File: config.mk
export PLATFORM = sky130hd
export DESIGN_NAME = cbfie_exec
export DESIGN_NICKNAME = d
export VERILOG_FILES = /design/src/hw/cbfie_pkg.sv /design/src/hw/cbfie_div_if.sv /design/src/hw/cbfie_exec.sv /design/src/hw/cbfie_divider.sv
export SDC_FILE = /design/constraint.sdc
export NUM_CORES = 1
export LEC_CHECK = 0
export BUFFER_PORTS_ARGS = -buffer_cell sky130_fd_sc_hd__clkbuf_2
export CAP_MARGIN = 20
export CELL_PAD_IN_SITES_DETAIL_PLACEMENT = 2
export CELL_PAD_IN_SITES_GLOBAL_PLACEMENT = 2
export CORE_MARGIN = 4
export CORE_UTILIZATION = 34
export CTS_BUF_LIST = sky130_fd_sc_hd__clkbuf_4 sky130_fd_sc_hd__clkbuf_8 sky130_fd_sc_hd__clkbuf_16
export DETAILED_ROUTE_END_ITERATION = 10
export PLACE_DENSITY_LB_ADDON = 0.2
export REMOVE_ABC_BUFFERS = 1
export SYNTH_ARGS = -nofsm -noshare
export SYNTH_HDL_FRONTEND = slang
export SYNTH_SLANG_ARGS = --single-unit
File: constraint.sdc
create_clock -name ref_clk -period 5.2 [get_ports ref_clk]
set_input_delay 1.04 -clock ref_clk [delete_from_list [all_inputs] [get_ports ref_clk]]
set_output_delay 1.04 -clock ref_clk [all_outputs]
set_load 0.01 [all_outputs]
File: src/hw/cbfie_pkg.sv
package cbfie_pkg;

  // ----------------------------------------
  // opcodes (after any escape byte)
  // ----------------------------------------
  localparam logic [7:0] OPC_DIV = 8'h84;
  localparam logic [7:0] OPC_COUNT_DOWN_BRANCH_DIR = 8'hD5;
  localparam logic [4:0] OPC_COUNT_DOWN_BRANCH_REG = 5'h1B;
  localparam logic [7:0] OPC_FAR_CALL = 8'h9A;
  localparam logic [7:0] OPC_FAR_JUMP = 8'h8A;
  localparam logic [7:0] OPC_FAR_RET = 8'hAA;
  localparam logic [7:0] OPC_INC_ACC = 8'h04;
  localparam logic [7:0] OPC_INC_DIR = 8'h05;
  localparam logic [6:0] OPC_INC_IND = 7'h03;
  localparam logic [4:0] OPC_INC_REG = 5'h01;
  localparam logic [7:0] OPC_INC_WIDE = 8'h0B;
  localparam logic [7:0] OPC_INC_DP = 8'hA3;
  localparam logic [7:0] OPC_BIT_SET = 8'h20;
  localparam logic [7:0] ESCAPE_BYTE = 8'hA5;

  // ----------------------------------------
  // field positions and sizes
  // ----------------------------------------
  localparam int REG_SEL_LSB = 0;
  localparam int WIDE_IDX_LSB = 4;
  localparam int WIDE_SIZE_LSB = 2;
  localparam logic [1:0] SIZE_BYTE = 2'h0;
  localparam logic [1:0] SIZE_WORD = 2'h1;
  localparam logic [1:0] SIZE_DWORD = 2'h3;
  localparam logic [23:0] CALL_RET_STEP = 24'h000004;
  localparam logic [7:0] STACK_BYTES = 8'h03;

  // ----------------------------------------
  // lengths of the opcode part of each form
  // ----------------------------------------
  localparam logic [23:0] LEN_ONE = 24'h000001;
  localparam logic [23:0] LEN_TWO = 24'h000002;
  localparam logic [23:0] LEN_THREE = 24'h000003;

  // ----------------------------------------
  // reset values and counts
  // ----------------------------------------
  localparam logic [23:0] PC_RST = 24'h000000;
  localparam logic [3:0] DIV_STEPS = 4'h8;

  typedef enum logic [3:0] {
    OP_NONE = 4'h0,
    OP_DIV = 4'h1,
    OP_COUNT_DOWN_BRANCH_DIR = 4'h2,
    OP_COUNT_DOWN_BRANCH_REG = 4'h3,
    OP_CALL = 4'h4,
    OP_JUMP = 4'h5,
    OP_RET = 4'h6,
    OP_INC_ACC = 4'h7,
    OP_INC_DIR = 4'h8,
    OP_INC_IND = 4'h9,
    OP_INC_REG = 4'hA,
    OP_INC_WIDE = 4'hB,
    OP_INC_DP = 4'hC,
    OP_BIT_SET = 4'hD
  } cbfie_op_t;

  typedef enum logic [5:0] {
    ST_IDLE = 6'h01,
    ST_EXEC = 6'h02,
    ST_DIV = 6'h04,
    ST_PUSH = 6'h08,
    ST_POP = 6'h10,
    ST_FIN = 6'h20
  } cbfie_state_t;

endpackage

File: src/hw/cbfie_div_if.sv
`timescale 1ns/1ps
interface cbfie_div_if;
  logic start;
  logic [7:0] dividend;
  logic [7:0] divisor;
  logic done;
  logic [7:0] quotient;
  logic [7:0] remainder;

  modport master (output start, output dividend, output divisor,
                  input done, input quotient, input remainder);
  modport slave (input start, input dividend, input divisor,
                 output done, output quotient, output remainder);
endinterface

File: src/hw/cbfie_exec.sv
// Overview of operation
// - divide puts quotient, remainder; clears carry, sets excess only on zero divisor
// - count-down subtracts one, branches if nonzero
// - count-down of zero wraps to all ones
// - branch target: advanced pc plus signed displacement
// - port operands start from output latch value
// - count-down accepts direct address or byte register
// - far call pushes pc plus four, high first
// - far call loads 24-bit target from bytes
// - far jump loads 24-bit target, flags untouched
// - far return pops low first, stack down three
// - binary mode needs escape for extended forms
// - source mode needs escape for indirect and register increments
// - byte increment wraps all ones to zero
// - wide increment adds 1/2/4 by short constant, at the width given by size
// - legacy increment decodes four operand forms
// - data pointer increment stays within sixteen bits
// - bit-set branch jumps when bit one, unchanged
// - zero divisor clears carry, sets excess flag
`timescale 1ns/1ps
module cbfie_exec
  import cbfie_pkg::*;
(
  // clock and reset
  input wire logic ref_clk,
  input wire logic rst_n,
  // instruction request
  input wire logic instValid,
  output logic instReady,
  input wire logic escPrefixed,
  input wire logic sourceMode,
  input wire logic [23:0] instAddr,
  input wire logic [7:0] instByte0,
  input wire logic [7:0] instByte1,
  input wire logic [7:0] instByte2,
  input wire logic [7:0] instByte3,
  // operand values
  input wire logic [7:0] accIn,
  input wire logic [7:0] divisorIn,
  input wire logic [7:0] byteOpnd,
  input wire logic opndIsPort,
  input wire logic [7:0] portLatch,
  input wire logic [31:0] wideOpnd,
  input wire logic [15:0] dataPointerIn,
  input wire logic [7:0] stackPointerIn,
  input wire logic testBit,
  // completion
  output logic done,
  output logic unsupported,
  output logic [23:0] pcOut,
  output logic branchTaken,
  // result writes
  output logic accWr,
  output logic [7:0] accData,
  output logic divisorWr,
  output logic [7:0] divisorData,
  output logic byteWr,
  output logic [7:0] byteData,
  output logic [2:0] byteRegSel,
  output logic wideWr,
  output logic [31:0] wideData,
  output logic [1:0] wideSize,
  output logic [3:0] wideIdx,
  output logic dataPointerWr,
  output logic [15:0] dataPointerData,
  output logic stackPointerWr,
  output logic [7:0] stackPointerData,
  output logic flagWr,
  output logic carryFlag,
  output logic arithExcessFlag,
  // stack memory
  output logic stkWr,
  output logic stkRd,
  output logic [7:0] stkAddr,
  output logic [7:0] stkWrData,
  input wire logic [7:0] stkRdData
);

  // ----------------------------------------
  // helpers
  // ----------------------------------------
  function automatic cbfie_op_t decodeOp(input logic [7:0] opc, input logic esc,
                                         input logic srcMode);
    logic extOk;
    logic legOk;
    cbfie_op_t res;
    extOk = srcMode ? !esc : esc;
    legOk = srcMode ? esc : !esc;
    res = OP_NONE;
    if (!esc && opc == OPC_DIV) res = OP_DIV;
    else if (!esc && opc == OPC_COUNT_DOWN_BRANCH_DIR) res = OP_COUNT_DOWN_BRANCH_DIR;
    else if (!esc && opc[7:3] == OPC_COUNT_DOWN_BRANCH_REG) res = OP_COUNT_DOWN_BRANCH_REG;
    else if (extOk && opc == OPC_FAR_CALL) res = OP_CALL;
    else if (extOk && opc == OPC_FAR_JUMP) res = OP_JUMP;
    else if (extOk && opc == OPC_FAR_RET) res = OP_RET;
    else if (extOk && opc == OPC_INC_WIDE) res = OP_INC_WIDE;
    else if (!esc && opc == OPC_INC_ACC) res = OP_INC_ACC;
    else if (!esc && opc == OPC_INC_DIR) res = OP_INC_DIR;
    else if (legOk && opc[7:1] == OPC_INC_IND) res = OP_INC_IND;
    else if (legOk && opc[7:3] == OPC_INC_REG) res = OP_INC_REG;
    else if (!esc && opc == OPC_INC_DP) res = OP_INC_DP;
    else if (!esc && opc == OPC_BIT_SET) res = OP_BIT_SET;
    return res;
  endfunction

  function automatic logic [23:0] relTarget(input logic [23:0] nextPc,
                                            input logic [7:0] rel);
    return nextPc + {{16{rel[7]}}, rel};
  endfunction

  function automatic logic [23:0] opLen(input cbfie_op_t op);
    logic [23:0] len;
    unique case (op)
      OP_COUNT_DOWN_BRANCH_DIR, OP_BIT_SET: len = LEN_THREE;
      OP_COUNT_DOWN_BRANCH_REG, OP_INC_DIR, OP_INC_WIDE: len = LEN_TWO;
      default: len = LEN_ONE;
    endcase
    return len;
  endfunction

  // ----------------------------------------
  // state
  // ----------------------------------------
  typedef struct packed {
    cbfie_state_t state;
    cbfie_op_t op;
    logic [23:0] pcBase;
    logic [7:0] opc;
    logic [7:0] ib1;
    logic [7:0] ib2;
    logic [7:0] ib3;
    logic [7:0] opnd;
    logic [31:0] wide;
    logic [7:0] acc;
    logic [7:0] dvs;
    logic [15:0] data_pointer;
    logic [7:0] sp;
    logic bitVal;
    logic [1:0] cnt;
    logic [23:0] retPc;
    logic divStart;
    logic done;
    logic unsupported;
    logic [23:0] pcOut;
    logic taken;
    logic accWr;
    logic [7:0] accData;
    logic dvsWr;
    logic [7:0] dvsData;
    logic byteWr;
    logic [7:0] byteData;
    logic wideWr;
    logic [31:0] wideData;
    logic [1:0] wideSize;
    logic dpWr;
    logic [15:0] dpData;
    logic spWr;
    logic [7:0] spData;
    logic flagWr;
    logic carry;
    logic excess;
    logic stkWr;
    logic stkRd;
    logic [7:0] stkAddr;
    logic [7:0] stkWrData;
  } cbfie_exec_st_t;

  cbfie_exec_st_t r_ff;
  cbfie_exec_st_t nxt_r;

  cbfie_div_if divBus ();

  cbfie_divider u_divider (
    .ref_clk(ref_clk),
    .rst_n(rst_n),
    .div(divBus.slave)
  );

  assign divBus.start = r_ff.divStart;
  assign divBus.dividend = r_ff.acc;
  assign divBus.divisor = r_ff.dvs;

  // ----------------------------------------
  // next state
  // ----------------------------------------
  always_comb begin
    logic [7:0] dec;
    logic [7:0] inc;
    logic [23:0] seqPc;
    logic [31:0] step;
    dec = r_ff.opnd - 8'h01;
    inc = r_ff.opnd + 8'h01;
    seqPc = r_ff.pcBase + opLen(r_ff.op);
    step = 32'h0000_0001 << r_ff.ib1[1:0];
    nxt_r = r_ff;
    // one-cycle strobes fall back by default
    nxt_r.divStart = 1'b0;
    nxt_r.done = 1'b0;
    nxt_r.unsupported = 1'b0;
    nxt_r.accWr = 1'b0;
    nxt_r.dvsWr = 1'b0;
    nxt_r.byteWr = 1'b0;
    nxt_r.wideWr = 1'b0;
    nxt_r.dpWr = 1'b0;
    nxt_r.spWr = 1'b0;
    nxt_r.flagWr = 1'b0;
    nxt_r.stkWr = 1'b0;
    nxt_r.stkRd = 1'b0;
    nxt_r.taken = 1'b0;
    unique case (r_ff.state)
      ST_IDLE: begin
        if (instValid) begin
          nxt_r.state = ST_EXEC;
          nxt_r.op = decodeOp(instByte0, escPrefixed, sourceMode);
          nxt_r.pcBase = instAddr;
          nxt_r.opc = instByte0;
          nxt_r.ib1 = instByte1;
          nxt_r.ib2 = instByte2;
          nxt_r.ib3 = instByte3;
          // read-modify-write of a port must not see the pins
          nxt_r.opnd = opndIsPort ? portLatch : byteOpnd;
          nxt_r.wide = wideOpnd;
          nxt_r.acc = accIn;
          nxt_r.dvs = divisorIn;
          nxt_r.data_pointer = dataPointerIn;
          nxt_r.sp = stackPointerIn;
          nxt_r.bitVal = testBit;
          nxt_r.cnt = 2'h0;
        end
      end
      ST_EXEC: begin
        nxt_r.state = ST_IDLE;
        nxt_r.done = 1'b1;
        nxt_r.pcOut = seqPc;
        unique case (r_ff.op)
          OP_DIV: begin
            nxt_r.state = ST_DIV;
            nxt_r.done = 1'b0;
            nxt_r.divStart = 1'b1;
          end
          OP_COUNT_DOWN_BRANCH_DIR, OP_COUNT_DOWN_BRANCH_REG: begin
            nxt_r.byteWr = 1'b1;
            nxt_r.byteData = dec;
            if (dec != 8'h00) begin
              nxt_r.taken = 1'b1;
              nxt_r.pcOut = relTarget(seqPc,
                (r_ff.op == OP_COUNT_DOWN_BRANCH_DIR) ? r_ff.ib2 : r_ff.ib1);
            end
          end
          OP_CALL: begin
            nxt_r.state = ST_PUSH;
            nxt_r.done = 1'b0;
            nxt_r.retPc = r_ff.pcBase + CALL_RET_STEP;
            nxt_r.stkWr = 1'b1;
            nxt_r.stkAddr = r_ff.sp + 8'h01;
            nxt_r.stkWrData = nxt_r.retPc[23:16];
            nxt_r.cnt = 2'h1;
          end
          OP_JUMP: begin
            nxt_r.taken = 1'b1;
            nxt_r.pcOut = {r_ff.ib1, r_ff.ib2, r_ff.ib3};
          end
          OP_RET: begin
            nxt_r.state = ST_POP;
            nxt_r.done = 1'b0;
            nxt_r.stkRd = 1'b1;
            nxt_r.stkAddr = r_ff.sp;
            nxt_r.cnt = 2'h0;
          end
          OP_INC_ACC: begin
            nxt_r.accWr = 1'b1;
            nxt_r.accData = r_ff.acc + 8'h01;
          end
          OP_INC_DIR, OP_INC_IND, OP_INC_REG: begin
            nxt_r.byteWr = 1'b1;
            nxt_r.byteData = inc;
          end
          OP_INC_WIDE: begin
            nxt_r.wideSize = r_ff.ib1[WIDE_SIZE_LSB +: 2];
            nxt_r.wideWr = 1'b1;
            unique case (r_ff.ib1[WIDE_SIZE_LSB +: 2])
              SIZE_BYTE: nxt_r.wideData = {r_ff.wide[31:8], r_ff.wide[7:0] + step[7:0]};
              SIZE_WORD: nxt_r.wideData = {r_ff.wide[31:16], r_ff.wide[15:0] + step[15:0]};
              SIZE_DWORD: nxt_r.wideData = r_ff.wide + step;
              default: begin
                nxt_r.wideWr = 1'b0;
                nxt_r.unsupported = 1'b1;
              end
            endcase
            // the short constant 3 has no encoding
            if (r_ff.ib1[1:0] == 2'h3) begin
              nxt_r.wideWr = 1'b0;
              nxt_r.unsupported = 1'b1;
            end
          end
          OP_INC_DP: begin
            nxt_r.dpWr = 1'b1;
            // extension word is outside this path, so no carry reaches it
            nxt_r.dpData = r_ff.data_pointer + 16'h0001;
          end
          OP_BIT_SET: begin
            if (r_ff.bitVal) begin
              nxt_r.taken = 1'b1;
              nxt_r.pcOut = relTarget(seqPc, r_ff.ib2);
            end
          end
          default: begin
            nxt_r.unsupported = 1'b1;
          end
        endcase
      end
      ST_DIV: begin
        if (divBus.done) begin
          nxt_r.state = ST_IDLE;
          nxt_r.done = 1'b1;
          nxt_r.accWr = 1'b1;
          nxt_r.accData = divBus.quotient;
          nxt_r.dvsWr = 1'b1;
          nxt_r.dvsData = divBus.remainder;
          nxt_r.flagWr = 1'b1;
          nxt_r.carry = 1'b0;
          nxt_r.excess = (r_ff.dvs == 8'h00);
        end
      end
      ST_PUSH: begin
        nxt_r.stkWr = 1'b1;
        nxt_r.cnt = r_ff.cnt + 2'h1;
        if (r_ff.cnt == 2'h1) begin
          nxt_r.stkAddr = r_ff.sp + 8'h02;
          nxt_r.stkWrData = r_ff.retPc[15:8];
        end else begin
          nxt_r.stkAddr = r_ff.sp + STACK_BYTES;
          nxt_r.stkWrData = r_ff.retPc[7:0];
          nxt_r.state = ST_IDLE;
          nxt_r.done = 1'b1;
          nxt_r.spWr = 1'b1;
          nxt_r.spData = r_ff.sp + STACK_BYTES;
          nxt_r.taken = 1'b1;
          nxt_r.pcOut = {r_ff.ib1, r_ff.ib2, r_ff.ib3};
        end
      end
      ST_POP: begin
        // read data lags the strobe by one cycle
        nxt_r.cnt = r_ff.cnt + 2'h1;
        unique case (r_ff.cnt)
          2'h0: begin
            nxt_r.stkRd = 1'b1;
            nxt_r.stkAddr = r_ff.sp - 8'h01;
          end
          2'h1: begin
            nxt_r.retPc[7:0] = stkRdData;
            nxt_r.stkRd = 1'b1;
            nxt_r.stkAddr = r_ff.sp - 8'h02;
          end
          2'h2: begin
            nxt_r.retPc[15:8] = stkRdData;
            nxt_r.state = ST_FIN;
          end
          default: begin
            nxt_r.state = ST_FIN;
          end
        endcase
      end
      ST_FIN: begin
        nxt_r.state = ST_IDLE;
        nxt_r.done = 1'b1;
        nxt_r.taken = 1'b1;
        nxt_r.pcOut = {stkRdData, r_ff.retPc[15:0]};
        nxt_r.spWr = 1'b1;
        nxt_r.spData = r_ff.sp - STACK_BYTES;
      end
      default: begin
        nxt_r.state = ST_IDLE;
      end
    endcase
  end

  always_ff @(posedge ref_clk) begin
    if (!rst_n) begin
      r_ff <= '0;
      r_ff.state <= ST_IDLE;
      r_ff.op <= OP_NONE;
      r_ff.pcOut <= PC_RST;
    end else begin
      r_ff <= nxt_r;
    end
  end

  // ----------------------------------------
  // outputs
  // ----------------------------------------
  assign instReady = (r_ff.state == ST_IDLE);
  assign done = r_ff.done;
  assign unsupported = r_ff.unsupported;
  assign pcOut = r_ff.pcOut;
  assign branchTaken = r_ff.taken;
  assign accWr = r_ff.accWr;
  assign accData = r_ff.accData;
  assign divisorWr = r_ff.dvsWr;
  assign divisorData = r_ff.dvsData;
  assign byteWr = r_ff.byteWr;
  assign byteData = r_ff.byteData;
  assign byteRegSel = r_ff.opc[REG_SEL_LSB +: 3];
  assign wideWr = r_ff.wideWr;
  assign wideData = r_ff.wideData;
  assign wideSize = r_ff.wideSize;
  assign wideIdx = r_ff.ib1[WIDE_IDX_LSB +: 4];
  assign dataPointerWr = r_ff.dpWr;
  assign dataPointerData = r_ff.dpData;
  assign stackPointerWr = r_ff.spWr;
  assign stackPointerData = r_ff.spData;
  assign flagWr = r_ff.flagWr;
  assign carryFlag = r_ff.carry;
  assign arithExcessFlag = r_ff.excess;
  assign stkWr = r_ff.stkWr;
  assign stkRd = r_ff.stkRd;
  assign stkAddr = r_ff.stkAddr;
  assign stkWrData = r_ff.stkWrData;

endmodule

File: src/hw/cbfie_divider.sv
`timescale 1ns/1ps
module cbfie_divider
  import cbfie_pkg::*;
(
  // clock and reset
  input wire logic ref_clk,
  input wire logic rst_n,
  // request and answer
  cbfie_div_if.slave div
);

  typedef struct packed {
    logic busy;
    logic [3:0] cnt;
    logic [7:0] quo;
    logic [8:0] rem;
    logic [7:0] dvs;
    logic done;
  } cbfie_div_st_t;

  cbfie_div_st_t r_ff;
  cbfie_div_st_t nxt_r;

  // ----------------------------------------
  // restoring division, one bit a cycle
  // ----------------------------------------
  // a zero divisor gives quotient all ones; callers treat it as undefined
  always_comb begin
    logic [8:0] trial;
    trial = 9'h000;
    nxt_r = r_ff;
    nxt_r.done = 1'b0;
    if (!r_ff.busy) begin
      if (div.start) begin
        nxt_r.busy = 1'b1;
        nxt_r.cnt = DIV_STEPS;
        nxt_r.quo = div.dividend;
        nxt_r.rem = 9'h000;
        nxt_r.dvs = div.divisor;
      end
    end else begin
      trial = {r_ff.rem[7:0], r_ff.quo[7]};
      nxt_r.quo = {r_ff.quo[6:0], 1'b0};
      if (trial >= {1'b0, r_ff.dvs}) begin
        nxt_r.rem = trial - {1'b0, r_ff.dvs};
        nxt_r.quo[0] = 1'b1;
      end else begin
        nxt_r.rem = trial;
      end
      nxt_r.cnt = r_ff.cnt - 4'h1;
      if (r_ff.cnt == 4'h1) begin
        nxt_r.busy = 1'b0;
        nxt_r.done = 1'b1;
      end
    end
  end

  always_ff @(posedge ref_clk) begin
    if (!rst_n) begin
      r_ff <= '0;
    end else begin
      r_ff <= nxt_r;
    end
  end

  assign div.done = r_ff.done;
  assign div.quotient = r_ff.quo;
  assign div.remainder = r_ff.rem[7:0];

endmodule

==> results of run 1 <==
[path summary, 6_finish.rpt]
kind / from / endpoint / slack (ps) / cells after the start
min: r_ff[204]$_SDFFE_PN0P_ / r_ff[204]$_SDFFE_PN0P_ / 470 / 2
max reg2reg: r_ff[301]$_SDFFE_PN0P_ / pcOut[21]$_SDFFE_PN0P_ / 360 / 16
min reg2reg: r_ff[204]$_SDFFE_PN0P_ / r_ff[204]$_SDFFE_PN0P_ / 470 / 2
max: r_ff[301]$_SDFFE_PN0P_ / pcOut[21]$_SDFFE_PN0P_ / 360 / 16
[synth_stat cells, types with 51 or more instances]
cell / instances
nand2_1: 499
dfxtp_1: 325
a21oi_1: 196
clkbuf_1: 145
buf_4: 131
a21boi_0: 120
o21ai_0: 111
nor2_1: 104
ha_1: 85
nand3_1: 81
xnor2_1: 71
xor2_1: 65
nor2b_1: 64
o211a_1: 52
inv_1: 51
[power groups by stage]
stage	clock network [uW]	logic, uW	registers (uW)
after global placement	0	944	2780
final	3010	986	2740
after floorplan	0	576	2750
after global routing	3190	1090	2760
after detailed placement	0	979	2790
after CTS	3080	989	2740
[cell families (layout without fill, tap and decap cells)]
kind of cell,after synthesis,in the layout,share of synthesized area [%]
flops,325,325,31.2
xor+xnor,136,136,5.71
simple gates,972,972,21.6
other cells,1,1,0.0180
mux,51,51,2.53
compound gates,746,746,24.5
fa+ha+maj,90,90,5.58
buf+inv,355,482,8.85
[sequential cells by signal, indices dropped and copies added, names as in the netlist, 13 cells and up]
name / cells
r_ff: 137
wideData: 32
pcOut: 24
dataPointerData: 16
u_divider.r_ff: 13
[stage by stage]
step	area (um2)	cells	worst slack [ps]	utilization, %	total power [uW]
after floorplan	19200	2373	1060	-	3320
after global placement	22200	3513	510	36.6	3730
after detailed placement	22200	3514	197	36.7	3770
after CTS	23600	3585	186	39.0	6810
after global routing	23600	3585	53.3	39.0	7030
final	23600	3585	363	39.0	6740
[cell type report]
class	instances	area, um2
clock inverters	12	144
multi-input cells	1996	12600
well taps	782	978
clock buffers	59	1250
inverters	52	195
fillers	6995	37000
flip-flops and latches	325	6510
repair buffers	359	1980
[layout by cell type, fill, tap and decap left out, types with 64 or more instances in the layout]
master and count:
a21boi_0 120, a21oi_1 196, clkbuf_2 300, dfxtp_1 325, ha_1 85, nand2_1 498, nand3_1 81, nor2_1 103
nor2b_1 64, o21ai_0 111, xnor2_1 70, xor2_1 65
[routing by layer]
metal | track usage, % | up-vias | part of all wire (%)
li1 | - | 9493 | -
met1 | 32.3 | 10126 | 45
met2 | 42.5 | 470 | 48
met3 | 3.59 | 127 | 4.6
met4 | 7.79 | 2 | 3.2
met5 | 0 | - | 0.014
[tightest hold or removal path: cells and delay by family (launching register included)]
family          cells  cell delay [ps]
compound gates      1               50
flops               1              310
simple gates        1               60
==> summary.md, run 1 <==
| Metric | Value |
|---|---|
| Run status | completed |
| Nets | 3025 |
| Die Height | 256 um |
| Layout cells sized above 1 | 16.9% |
| Htree depth | 2 |
| Worst setup EP type | flop |
| Relative slew slack | 24.5% |
| Seq/Total Area, Yosys | 31.2% |
| CP top delay family | compound AO/OA/AOI/OAI gates |
| DR iter-0 viols | 1192 |
| Slew @ Worst Pin | 1120 ps |
| First-pass GRT wire length | 131000 um |
| Ys Warns | 0 |
| Cells after Synth | 2676 |
| Synthesized area per cell | 7.79 um2 |
| Slowest cell on crit path | fa_1 |
| Clock power share | 44.6% |
| Worst-path fanout max | 11 |
| CTS tree | built |
| First-pass DRT Iterations | 8 |
| Die W | 256 um |
| RSZ-0062 raised after global routing | false |
| All-Layer GR Usage | 24.8% |
| Post-detailed-route wirelength per cell | 23.8 um |
| Dominant cell type by area after synthesis | dfxtp_1 |
| Gr ovfl total | 0 |
| Initial Util | 34.4% |
| Synth top area share | 31.2% |
| Worst path bufs/invs | 2 |
| Critical path class | reg2reg |
| Leakage | 0.00990 uW |
| Max frequency | 0.207 GHz |
| Final wirelength | 85200 um |
| Cell Int Power | 4770 uW |
| Part of the cycle the worst path needs | 93.0% |
| Worst hold slack | 466 ps |
| Mapped Area | 0.0209 mm2 |
| DR vias/cell | 5.64 |
| Post-DRT Antenna Nets | 0 |
| Final Critical Period | 4840 ps |
| Top Ports | 303 |
| Register share of total power | 40.7% |
| Setup TNS | 0 ps |
| Max Buffers Root-to-Sink | 3 |
| CTS buffer count | 42 |
| Antenna Cells | 0 |
| P per Cell Area | 285 mW/mm2 |
| WP data arrival | 5280 ps |
| Post-CTS Repair Setup Buffers | 0 |
| Worst skew pair latency | 590 ps |
| Cell variety after synth | 85 |
| Combinational power share | 14.6% |
| P&R area growth vs syn | 13.2% |
| CTS sink count | 325 |
| Crit-path max cell delay | 620 ps |
| Rows | 90 |
| Asr flop ratio synth | 0% |
| CP Launch Type | flop |
| Root buffer cell | clkbuf_16 |
| DIE AREA | 0.0654 mm2 |
| Post-synth top flop | dfxtp_1 |
| Switch Pwr | 1960 uW |
| Pin count of the biggest net entering global routing | 80 |
| Vias in the first global route | 21976 |
| Max-cap viol count | 0 |
| CP cell instances | nor2b_1, a32o_1, inv_1, fa_1, nor4_1, xnor2_1, inv_1, ha_1, a21oi_1, o21bai_1, a2111oi_0, nor3_1, a211oi_1, o21bai_1, xnor2_1, o22ai_2 |
| CP Data Required Time | 5640 ps |
| Worst Hold Class | reg2reg |
| Final hold vios | 0 |
| Core Region | 0.0606 mm2 |
| Area contributors post-synth | dfxtp_1, nand2_1, ha_1 |
| RD Place Congestion | 0.920 |
| DR vias | 20218 |
| Switching Share | 29.2% |
| Layout Skew | 30.3 ps |
| Antenna violations before repair | 2 |
| Drt drc | 0 |
| Yosys reg bits | 325 |
| Post-cts sizing count | 0 |
| Endpoints failing setup | 0 |
| EDFF count, synth | 0 |
| Max VDD drop | 0.202 mV |
| IO buf count | 301 |
| Clock transition at path regs | 60 ps |
| Hpwl dp | 63600 um |
| Slew Limit Fails | 0 |
| Cts hold-fix bufs | 0 |
(Power assumes the default switching activity.)
==> run 2, diff against run 1 <==
--- a/config.mk
+++ b/config.mk
@@ -10,8 +10,7 @@
 export CELL_PAD_IN_SITES_DETAIL_PLACEMENT = 2
 export CELL_PAD_IN_SITES_GLOBAL_PLACEMENT = 2
 export CORE_MARGIN = 4
-export CORE_UTILIZATION = 34
-export CTS_BUF_LIST = sky130_fd_sc_hd__clkbuf_4 sky130_fd_sc_hd__clkbuf_8 sky130_fd_sc_hd__clkbuf_16
+export CORE_UTILIZATION = 31
 export DETAILED_ROUTE_END_ITERATION = 10
 export PLACE_DENSITY_LB_ADDON = 0.2
 export REMOVE_ABC_BUFFERS = 1
==> constraint.sdc (replaced) <==
create_clock -name ref_clk -period 4.4 [get_ports ref_clk]
set_input_delay 0.88 -clock ref_clk [delete_from_list [all_inputs] [get_ports ref_clk]]
set_output_delay 0.88 -clock ref_clk [all_outputs]
set_load 0.01 [all_outputs]
==> summary.md, run 2 (synthesis results as in run 1) <==
| Metric | Value |
|---|---|
| Run status | completed (unchanged) |
| Drt drc | 0 (unchanged) |
| RD Place Congestion | 0.913 (was 0.920) |
| DIE AREA | 0.0715 mm2 (was 0.0654 mm2) |
| Initial Util | 31.5% (was 34.4%) |
| Register share of total power | 39.0% (was 40.7%) |
| Max-cap viol count | 0 (unchanged) |
| Switching Share | 29.4% (was 29.2%) |
| Most frequent cells in the layout | nand2_1, dfxtp_1, clkbuf_2, a21oi_1, buf_4 (was nand2_1, dfxtp_1, clkbuf_2, a21oi_1, a21boi_0) |
| IO buf count | 301 (unchanged) |
| Critical R2R Capture | pcOut[22]$_SDFFE_PN0P_ (was pcOut[21]$_SDFFE_PN0P_) |
| Fillers | 7678 (was 6995) |
| Post-detailed-route wirelength per cell | 23.8 um (about the same) |
| Max frequency | 0.234 GHz (was 0.207 GHz) |
| Final wirelength | 90200 um (was 85200 um) |
| Top Ports | 303 (unchanged) |
| Relative slew slack | 39.3% (was 24.5%) |
| Core Util, Final | 37.8% (was 39.0%) |
| First-pass GRT wire length | 136000 um (was 131000 um) |
| Max VDD drop | 0.221 mV (was 0.202 mV) |
| Hold path depth | 2 (unchanged) |
| Gr ovfl total | 0 (unchanged) |
| Top reg by flops | r_ff (unchanged) |
| CTS tree | built (unchanged) |
| Clock transition at path regs | 60 ps (about the same) |
| Slew @ Worst Pin | 910 ps (was 1120 ps) |
| DR iter-0 viols | 1113 (was 1192) |
| Met1 usage | 30.4% (was 32.3%) |
| Htree depth | 2 (unchanged) |
| Endpoints failing setup | 0 (unchanged) |
| Vias in the first global route | 22408 (was 21976) |
| Switch Pwr | 2430 uW (was 1960 uW) |
| Antenna violations before repair | 6 (was 2) |
| CP Launch Type | flop (unchanged) |
| CTS buffer count | 43 (was 42) |
| P per Cell Area | 331 mW/mm2 (was 285 mW/mm2) |
| Worst skew pair latency | 590 ps (about the same) |
| DR vias/cell | 5.49 (was 5.64) |
| Pin count of the biggest net entering global routing | 128 (was 80) |
| Global route hottest layer | met2 (unchanged) |
| Worst-path fanout max | 7 (was 11) |
| Met3 Track Usage GR | 3.76% (was 3.59%) |
| M2 GR Usage | 43.1% (was 42.5%) |
| CTS sink count | 325 (unchanged) |
| Largest register FFs | 137 (unchanged) |
| Worst setup EP type | flop (unchanged) |
| Core Region | 0.0662 mm2 (was 0.0606 mm2) |
| Hold Path Sink | r_ff[206]$_SDFFE_PN0P_ (was r_ff[204]$_SDFFE_PN0P_) |
| Final hold vios | 0 (unchanged) |
| R2R setup slack | 130 ps (was 360 ps) |
| Worst Hold Class | reg2reg (unchanged) |
| Leakage | 0.0106 uW (was 0.00990 uW) |
| First-pass DRT Iterations | 6 (was 8) |
| P&R area growth vs syn | 20.0% (was 13.2%) |
| Layout Skew | 16.9 ps (was 30.3 ps) |
| Die W | 267 um (was 256 um) |
| Die Height | 267 um (was 256 um) |
| Reg2Reg Launch Point | r_ff[300]$_SDFFE_PN0P_ (was r_ff[301]$_SDFFE_PN0P_) |
| CP Data Required Time | 4860 ps (was 5640 ps) |
| Max Buffers Root-to-Sink | 3 (unchanged) |
| Part of the cycle the worst path needs | 97.0% (was 93.0%) |
| Layout cells sized above 1 | 21.7% (was 16.9%) |
| Number of cells on the worst reg-to-reg path | 21 (was 16) |
| Critical path class | reg2reg (unchanged) |
| RSZ-0062 raised after global routing | true (was false) |
| Nets | 3141 (was 3025) |
| Cell Int Power | 5850 uW (was 4770 uW) |
| Final Critical Period | 4270 ps (was 4840 ps) |
| Combinational power share | 15.8% (was 14.6%) |
| Post-DRT Antenna Nets | 0 (unchanged) |
| Setup TNS | 0 ps (unchanged) |
| Slew Limit Fails | 0 (unchanged) |
| DR vias | 20838 (was 20218) |
| Clock power share | 45.2% (was 44.6%) |
| Commonest non-fill, non-tap cell in the layout | nand2_1 (unchanged) |
| Hpwl dp | 68300 um (was 63600 um) |
| Min-delay src | r_ff[206]$_SDFFE_PN0P_ (was r_ff[204]$_SDFFE_PN0P_) |
| WP data arrival | 4730 ps (was 5280 ps) |
| Rows | 94 (was 90) |
| Root buffer cell | clkbuf_16 (unchanged) |
| All-Layer GR Usage | 24.4% (was 24.8%) |
## run 2: cell count changes in the layout (fill, tap and decap cells not counted), moves of 5 or more
cell      change
clkbuf_1      +8
clkbuf_4      -7
xnor2_1       -5
diode_2       +6
buf_4       +110
## run 2: metrics by stage
step	hold slack (ps)	instances	total power, uW	setup WS (ps)	cell area (um2)
6_report	468	3795	8280	130	25000
3_5_place_dp	459	3700	4570	-302	23100
4_1_cts	470	3783	8380	1.39	24700
3_3_place_gp	450	3700	4520	-109	23100
5_1_grt	490	3794	8680	-34.8	25000
2_1_floorplan	441	2373	3930	263	19200
## run 2: worst max-delay path by stage
stage	startpoint	slack, ps	endpoint	depth (start not counted)
CTS	r_ff[302]$_SDFFE_PN0P_	1	pcOut[23]$_SDFFE_PN0P_	19
global placement	r_ff[300]$_SDFFE_PN0P_	-110	pcOut[16]$_SDFFE_PN0P_	18
detailed placement	r_ff[300]$_SDFFE_PN0P_	-300	pcOut[16]$_SDFFE_PN0P_	18
floorplan	r_ff[300]$_SDFFE_PN0P_	260	pcOut[16]$_SDFFE_PN0P_	17
finish	r_ff[300]$_SDFFE_PN0P_	130	pcOut[22]$_SDFFE_PN0P_	21
global route	r_ff[300]$_SDFFE_PN0P_	-30	pcOut[22]$_SDFFE_PN0P_	21
## run 2: critical path, stage by stage (launching register included)
cell	delay, ps
dfxtp_4	360
xnor2_1	140
a32o_2	310
ha_1	280
a21oi_1	60
buf_4	170
or3_4	400
nor3_4	220
xnor2_2	180
inv_2	90
ha_4	270
nand4_1	210
buf_4	210
buf_4	120
buf_4	120
buf_4	120
buf_4	120
and3_1	170
nor2_1	80
o221ai_1	110
o31ai_1	300
nand2_1	80
## run 2: cell type report
cell class / count / area [um2] / share of cell area, %
flip-flops and latches: 325 / 6510 / 26.0
repair buffers: 474 / 2860 / 11.4
inverters: 52 / 195 / 0.780
well taps: 864 / 1080 / 4.32
clock buffers: 61 / 1240 / 4.97
multi-input cells: 1996 / 12900 / 51.4
diodes: 6 / 15.0 / 0.0600
clock inverters: 17 / 255 / 1.02
## run 2: repair_timing
item,CTS,global route
buffers inserted,5,3
pin swaps,3,20
resized for setup,12,48
hold buffers,0,0
endpoints found under the hold margin,0,0
endpoints found under the setup margin,13,14
## run 2: power by group through the flow
stage | clock (uW) | sequential (uW) | combinational (uW)
floorplan | 0 | 3250 | 680
global placement | 0 | 3280 | 1240
detailed placement | 0 | 3290 | 1280
CTS | 3850 | 3230 | 1290
global route | 3990 | 3250 | 1440
finish | 3740 | 3230 | 1310
## run 2: metal layers
layer / up-vias / share of wire [%]
met5: - / 0.014
met4: 2 / 3.0
met3: 139 / 3.8
met2: 404 / 50
met1: 10542 / 43
li1: 9751 / -
==> run 3, diff against run 2 <==
--- a/config.mk
+++ b/config.mk
@@ -9,6 +9,7 @@
 export CAP_MARGIN = 20
 export CELL_PAD_IN_SITES_DETAIL_PLACEMENT = 2
 export CELL_PAD_IN_SITES_GLOBAL_PLACEMENT = 2
+export CORE_ASPECT_RATIO = 1.4
 export CORE_MARGIN = 4
 export CORE_UTILIZATION = 31
 export DETAILED_ROUTE_END_ITERATION = 10
==> summary.md, run 3 (synthesis results as in run 1) <==
| Metric | Value |
|---|---|
| Root buffer cell | clkbuf_16 (unchanged) |
| DR vias | 20721 (was 20838) |
| RD Place Congestion | 0.929 (was 0.913) |
| Slowest cell on crit path | dfxtp_1 (was or3_4) |
| Vias in the first global route | 23137 (was 22408) |
| WP data arrival | 4790 ps (was 4730 ps) |
| Max VDD drop | 0.265 mV (was 0.221 mV) |
| Post-DRT Antenna Nets | 0 (unchanged) |
| Final Critical Period | 4290 ps (was 4270 ps) |
| Antenna violations before repair | 1 (was 6) |
| CTS tree | built (unchanged) |
| Critical path class | reg2reg (unchanged) |
| IO buf count | 301 (unchanged) |
| Clock transition at path regs | 60 ps (about the same) |
| Run status | completed (unchanged) |
| DIE AREA | 0.0716 mm2 (was 0.0715 mm2) |
| Largest register FFs | 137 (unchanged) |
| Post-Layout Cell Count | 3799 (was 3795) |
| Commonest non-fill, non-tap cell in the layout | nand2_1 (unchanged) |
| Layout cells sized above 1 | 22.7% (was 21.7%) |
| Top reg by flops | r_ff (unchanged) |
| All-Layer GR Usage | 24.8% (was 24.4%) |
| Core Region | 0.0667 mm2 (was 0.0662 mm2) |
| Worst Hold Class | reg2reg (unchanged) |
| Max Buffers Root-to-Sink | 3 (unchanged) |
| Rows | 112 (was 94) |
| First-pass DRT Iterations | 5 (was 6) |
| Placed insts | 3718 (was 3700) |
| Nets | 3163 (was 3141) |
| CP cell instances | nand2_1, or4_4, or3_1, nor3_2, xor2_1, buf_4, ha_1, or3_1, a311o_1, a31oi_1, nor2_1, a211oi_1, a21o_1, nand3_2, a31oi_1 (was xnor2_1, a32o_2, ha_1, a21oi_1, buf_4, or3_4, nor3_4, xnor2_2, inv_2, ha_4, nand4_1, buf_4, buf_4, buf_4, buf_4, buf_4, and3_1, nor2_1, o221ai_1, o31ai_1, nand2_1) |
| Relative slew slack | 28.0% (was 39.3%) |
| Drt drc | 0 (unchanged) |
| DR iter-0 viols | 1000 (was 1113) |
| R2R setup slack | 110 ps (was 130 ps) |
| Htree depth | 2 (unchanged) |
| Slew Limit Fails | 0 (unchanged) |
| Worst setup EP type | flop (unchanged) |
| Leakage | 0.0107 uW (was 0.0106 uW) |
| Crit-path max cell delay | 530 ps (was 400 ps) |
| Layout Skew | 20.4 ps (was 16.9 ps) |
| Post-detailed-route wirelength per cell | 24.1 um (was 23.8 um) |
| Hpwl dp | 70200 um (was 68300 um) |
| Slew @ Worst Pin | 1070 ps (was 910 ps) |
| Endpoints failing setup | 0 (unchanged) |
| CTS sink count | 325 (unchanged) |
| CP top delay family | simple AND/OR/NAND/NOR gates (unchanged) |
| Initial Util | 31.3% (was 31.5%) |
| Die W | 227 um (was 267 um) |
| CTS buffer count | 39 (was 43) |
| Worst path bufs/invs | 1 (was 7) |
| Most frequent cells in the layout | nand2_1, dfxtp_1, clkbuf_2, buf_4, a21oi_1 (was nand2_1, dfxtp_1, clkbuf_2, a21oi_1, buf_4) |
| Max frequency | 0.233 GHz (was 0.234 GHz) |
| CP Launch Type | flop (unchanged) |
| CP Data Required Time | 4910 ps (was 4860 ps) |
| Worst-path fanout max | 5 (was 7) |
| Worst skew pair latency | 580 ps (was 590 ps) |
| Max-cap viol count | 0 (unchanged) |
| P&R area growth vs syn | 20.7% (was 20.0%) |
| Pin count of the biggest net entering global routing | 123 (was 128) |
| Placed Area | 0.0233 mm2 (was 0.0231 mm2) |
| First-pass GRT wire length | 138000 um (was 136000 um) |
| Area of the multi-input gates | 0.0130 mm2 (was 0.0129 mm2) |
| Cts hold-fix bufs | 0 (unchanged) |
| Final wirelength | 91700 um (was 90200 um) |
| Part of the cycle the worst path needs | 97.5% (was 97.0%) |
| P per Cell Area | 320 mW/mm2 (was 331 mW/mm2) |
| Gr ovfl total | 0 (unchanged) |
| Fillers | 7688 (was 7678) |
| Die Height | 315 um (was 267 um) |
| FF/Latch Area | 0.00651 mm2 (about the same) |
| Final hold vios | 0 (unchanged) |
| Top Ports | 303 (unchanged) |
| DR vias/cell | 5.45 (was 5.49) |
| Final Cell Area | 0.0252 mm2 (was 0.0250 mm2) |
## run 3: changes by cell type in the layout (fill, tap and decap cells not counted), moves of 3 or more
cell	change
a21oi_1	-3
a21oi_2	+3
buf_4	+28
clkbuf_1	-4
clkbuf_16	-3
dfxtp_1	+3
dfxtp_2	-3
diode_2	-5
ha_1	-7
ha_2	+3
ha_4	+4
## run 3: path summary, 6_finish.rpt
kind                                             start                      to  cells after the start
worst max-delay path            r_ff[288]$_SDFFE_PN0P_  pcOut[23]$_SDFFE_PN0P_                     15
worst min-delay path            r_ff[206]$_SDFFE_PN0P_  r_ff[206]$_SDFFE_PN0P_                      2
worst max register to register  r_ff[288]$_SDFFE_PN0P_  pcOut[23]$_SDFFE_PN0P_                     15
worst min register to register  r_ff[206]$_SDFFE_PN0P_  r_ff[206]$_SDFFE_PN0P_                      2
## run 3: stage by stage
stage          TNS, ps  hold WS [ps]  setup WS, ps  total power, uW  utilization [%]
3_5_place_dp     -3760           463          -456             4600             34.9
6_report             0           464           112             8060             37.8
2_1_floorplan        0           441           263             3930                -
3_3_place_gp      -396           453          -149             4550             34.9
5_1_grt           -105           487         -38.1             8440             37.8
4_1_cts          -5.04           470         -5.04             8140             37.2
## run 3: per-layer routing
metal,global-route usage (%),vias to the layer above,part of all wire [%]
met3,3.77,151,3.8
met1,28.2,10380,40
met2,46.1,411,52
met5,0,-,0.014
li1,-,9777,-
met4,9.29,2,3.9
## run 3: worst reg2reg max path: cells and delay by family (launching register included)
family	cells	cell delay (ps)
buffers and inverters	1	170
and+or+nand+nor	7	1980
xor gates and xnor gates	1	110
adders and majority gates	1	220
AOI/OAI and AO/OA	5	1220
DFF	1	530
## run 3: repair_timing
item                       4_1_cts  5_1_grt
gates resized for setup         17       61
buffers inserted                 3        8
pin swaps                        7       19
setup endpoints to repair       16       14
## run 3: area by class of cell
type | instances | area share, %
inverter | 52 | 0.775
antenna | 1 | 0.00994
multi-input combinational | 1996 | 51.6
tap | 855 | 4.25
sequential | 325 | 25.8
clock inverter | 16 | 0.805
clock buffer | 54 | 4.58
timing repair buffer | 500 | 12.2
## run 3: where the power goes
part / switching, uW / leakage (uW) / internal [uW]
sequential: 182 / 0.00264 / 3060
combinational: 802 / 0.00742 / 546
clock: 1400 / 0.000677 / 2070
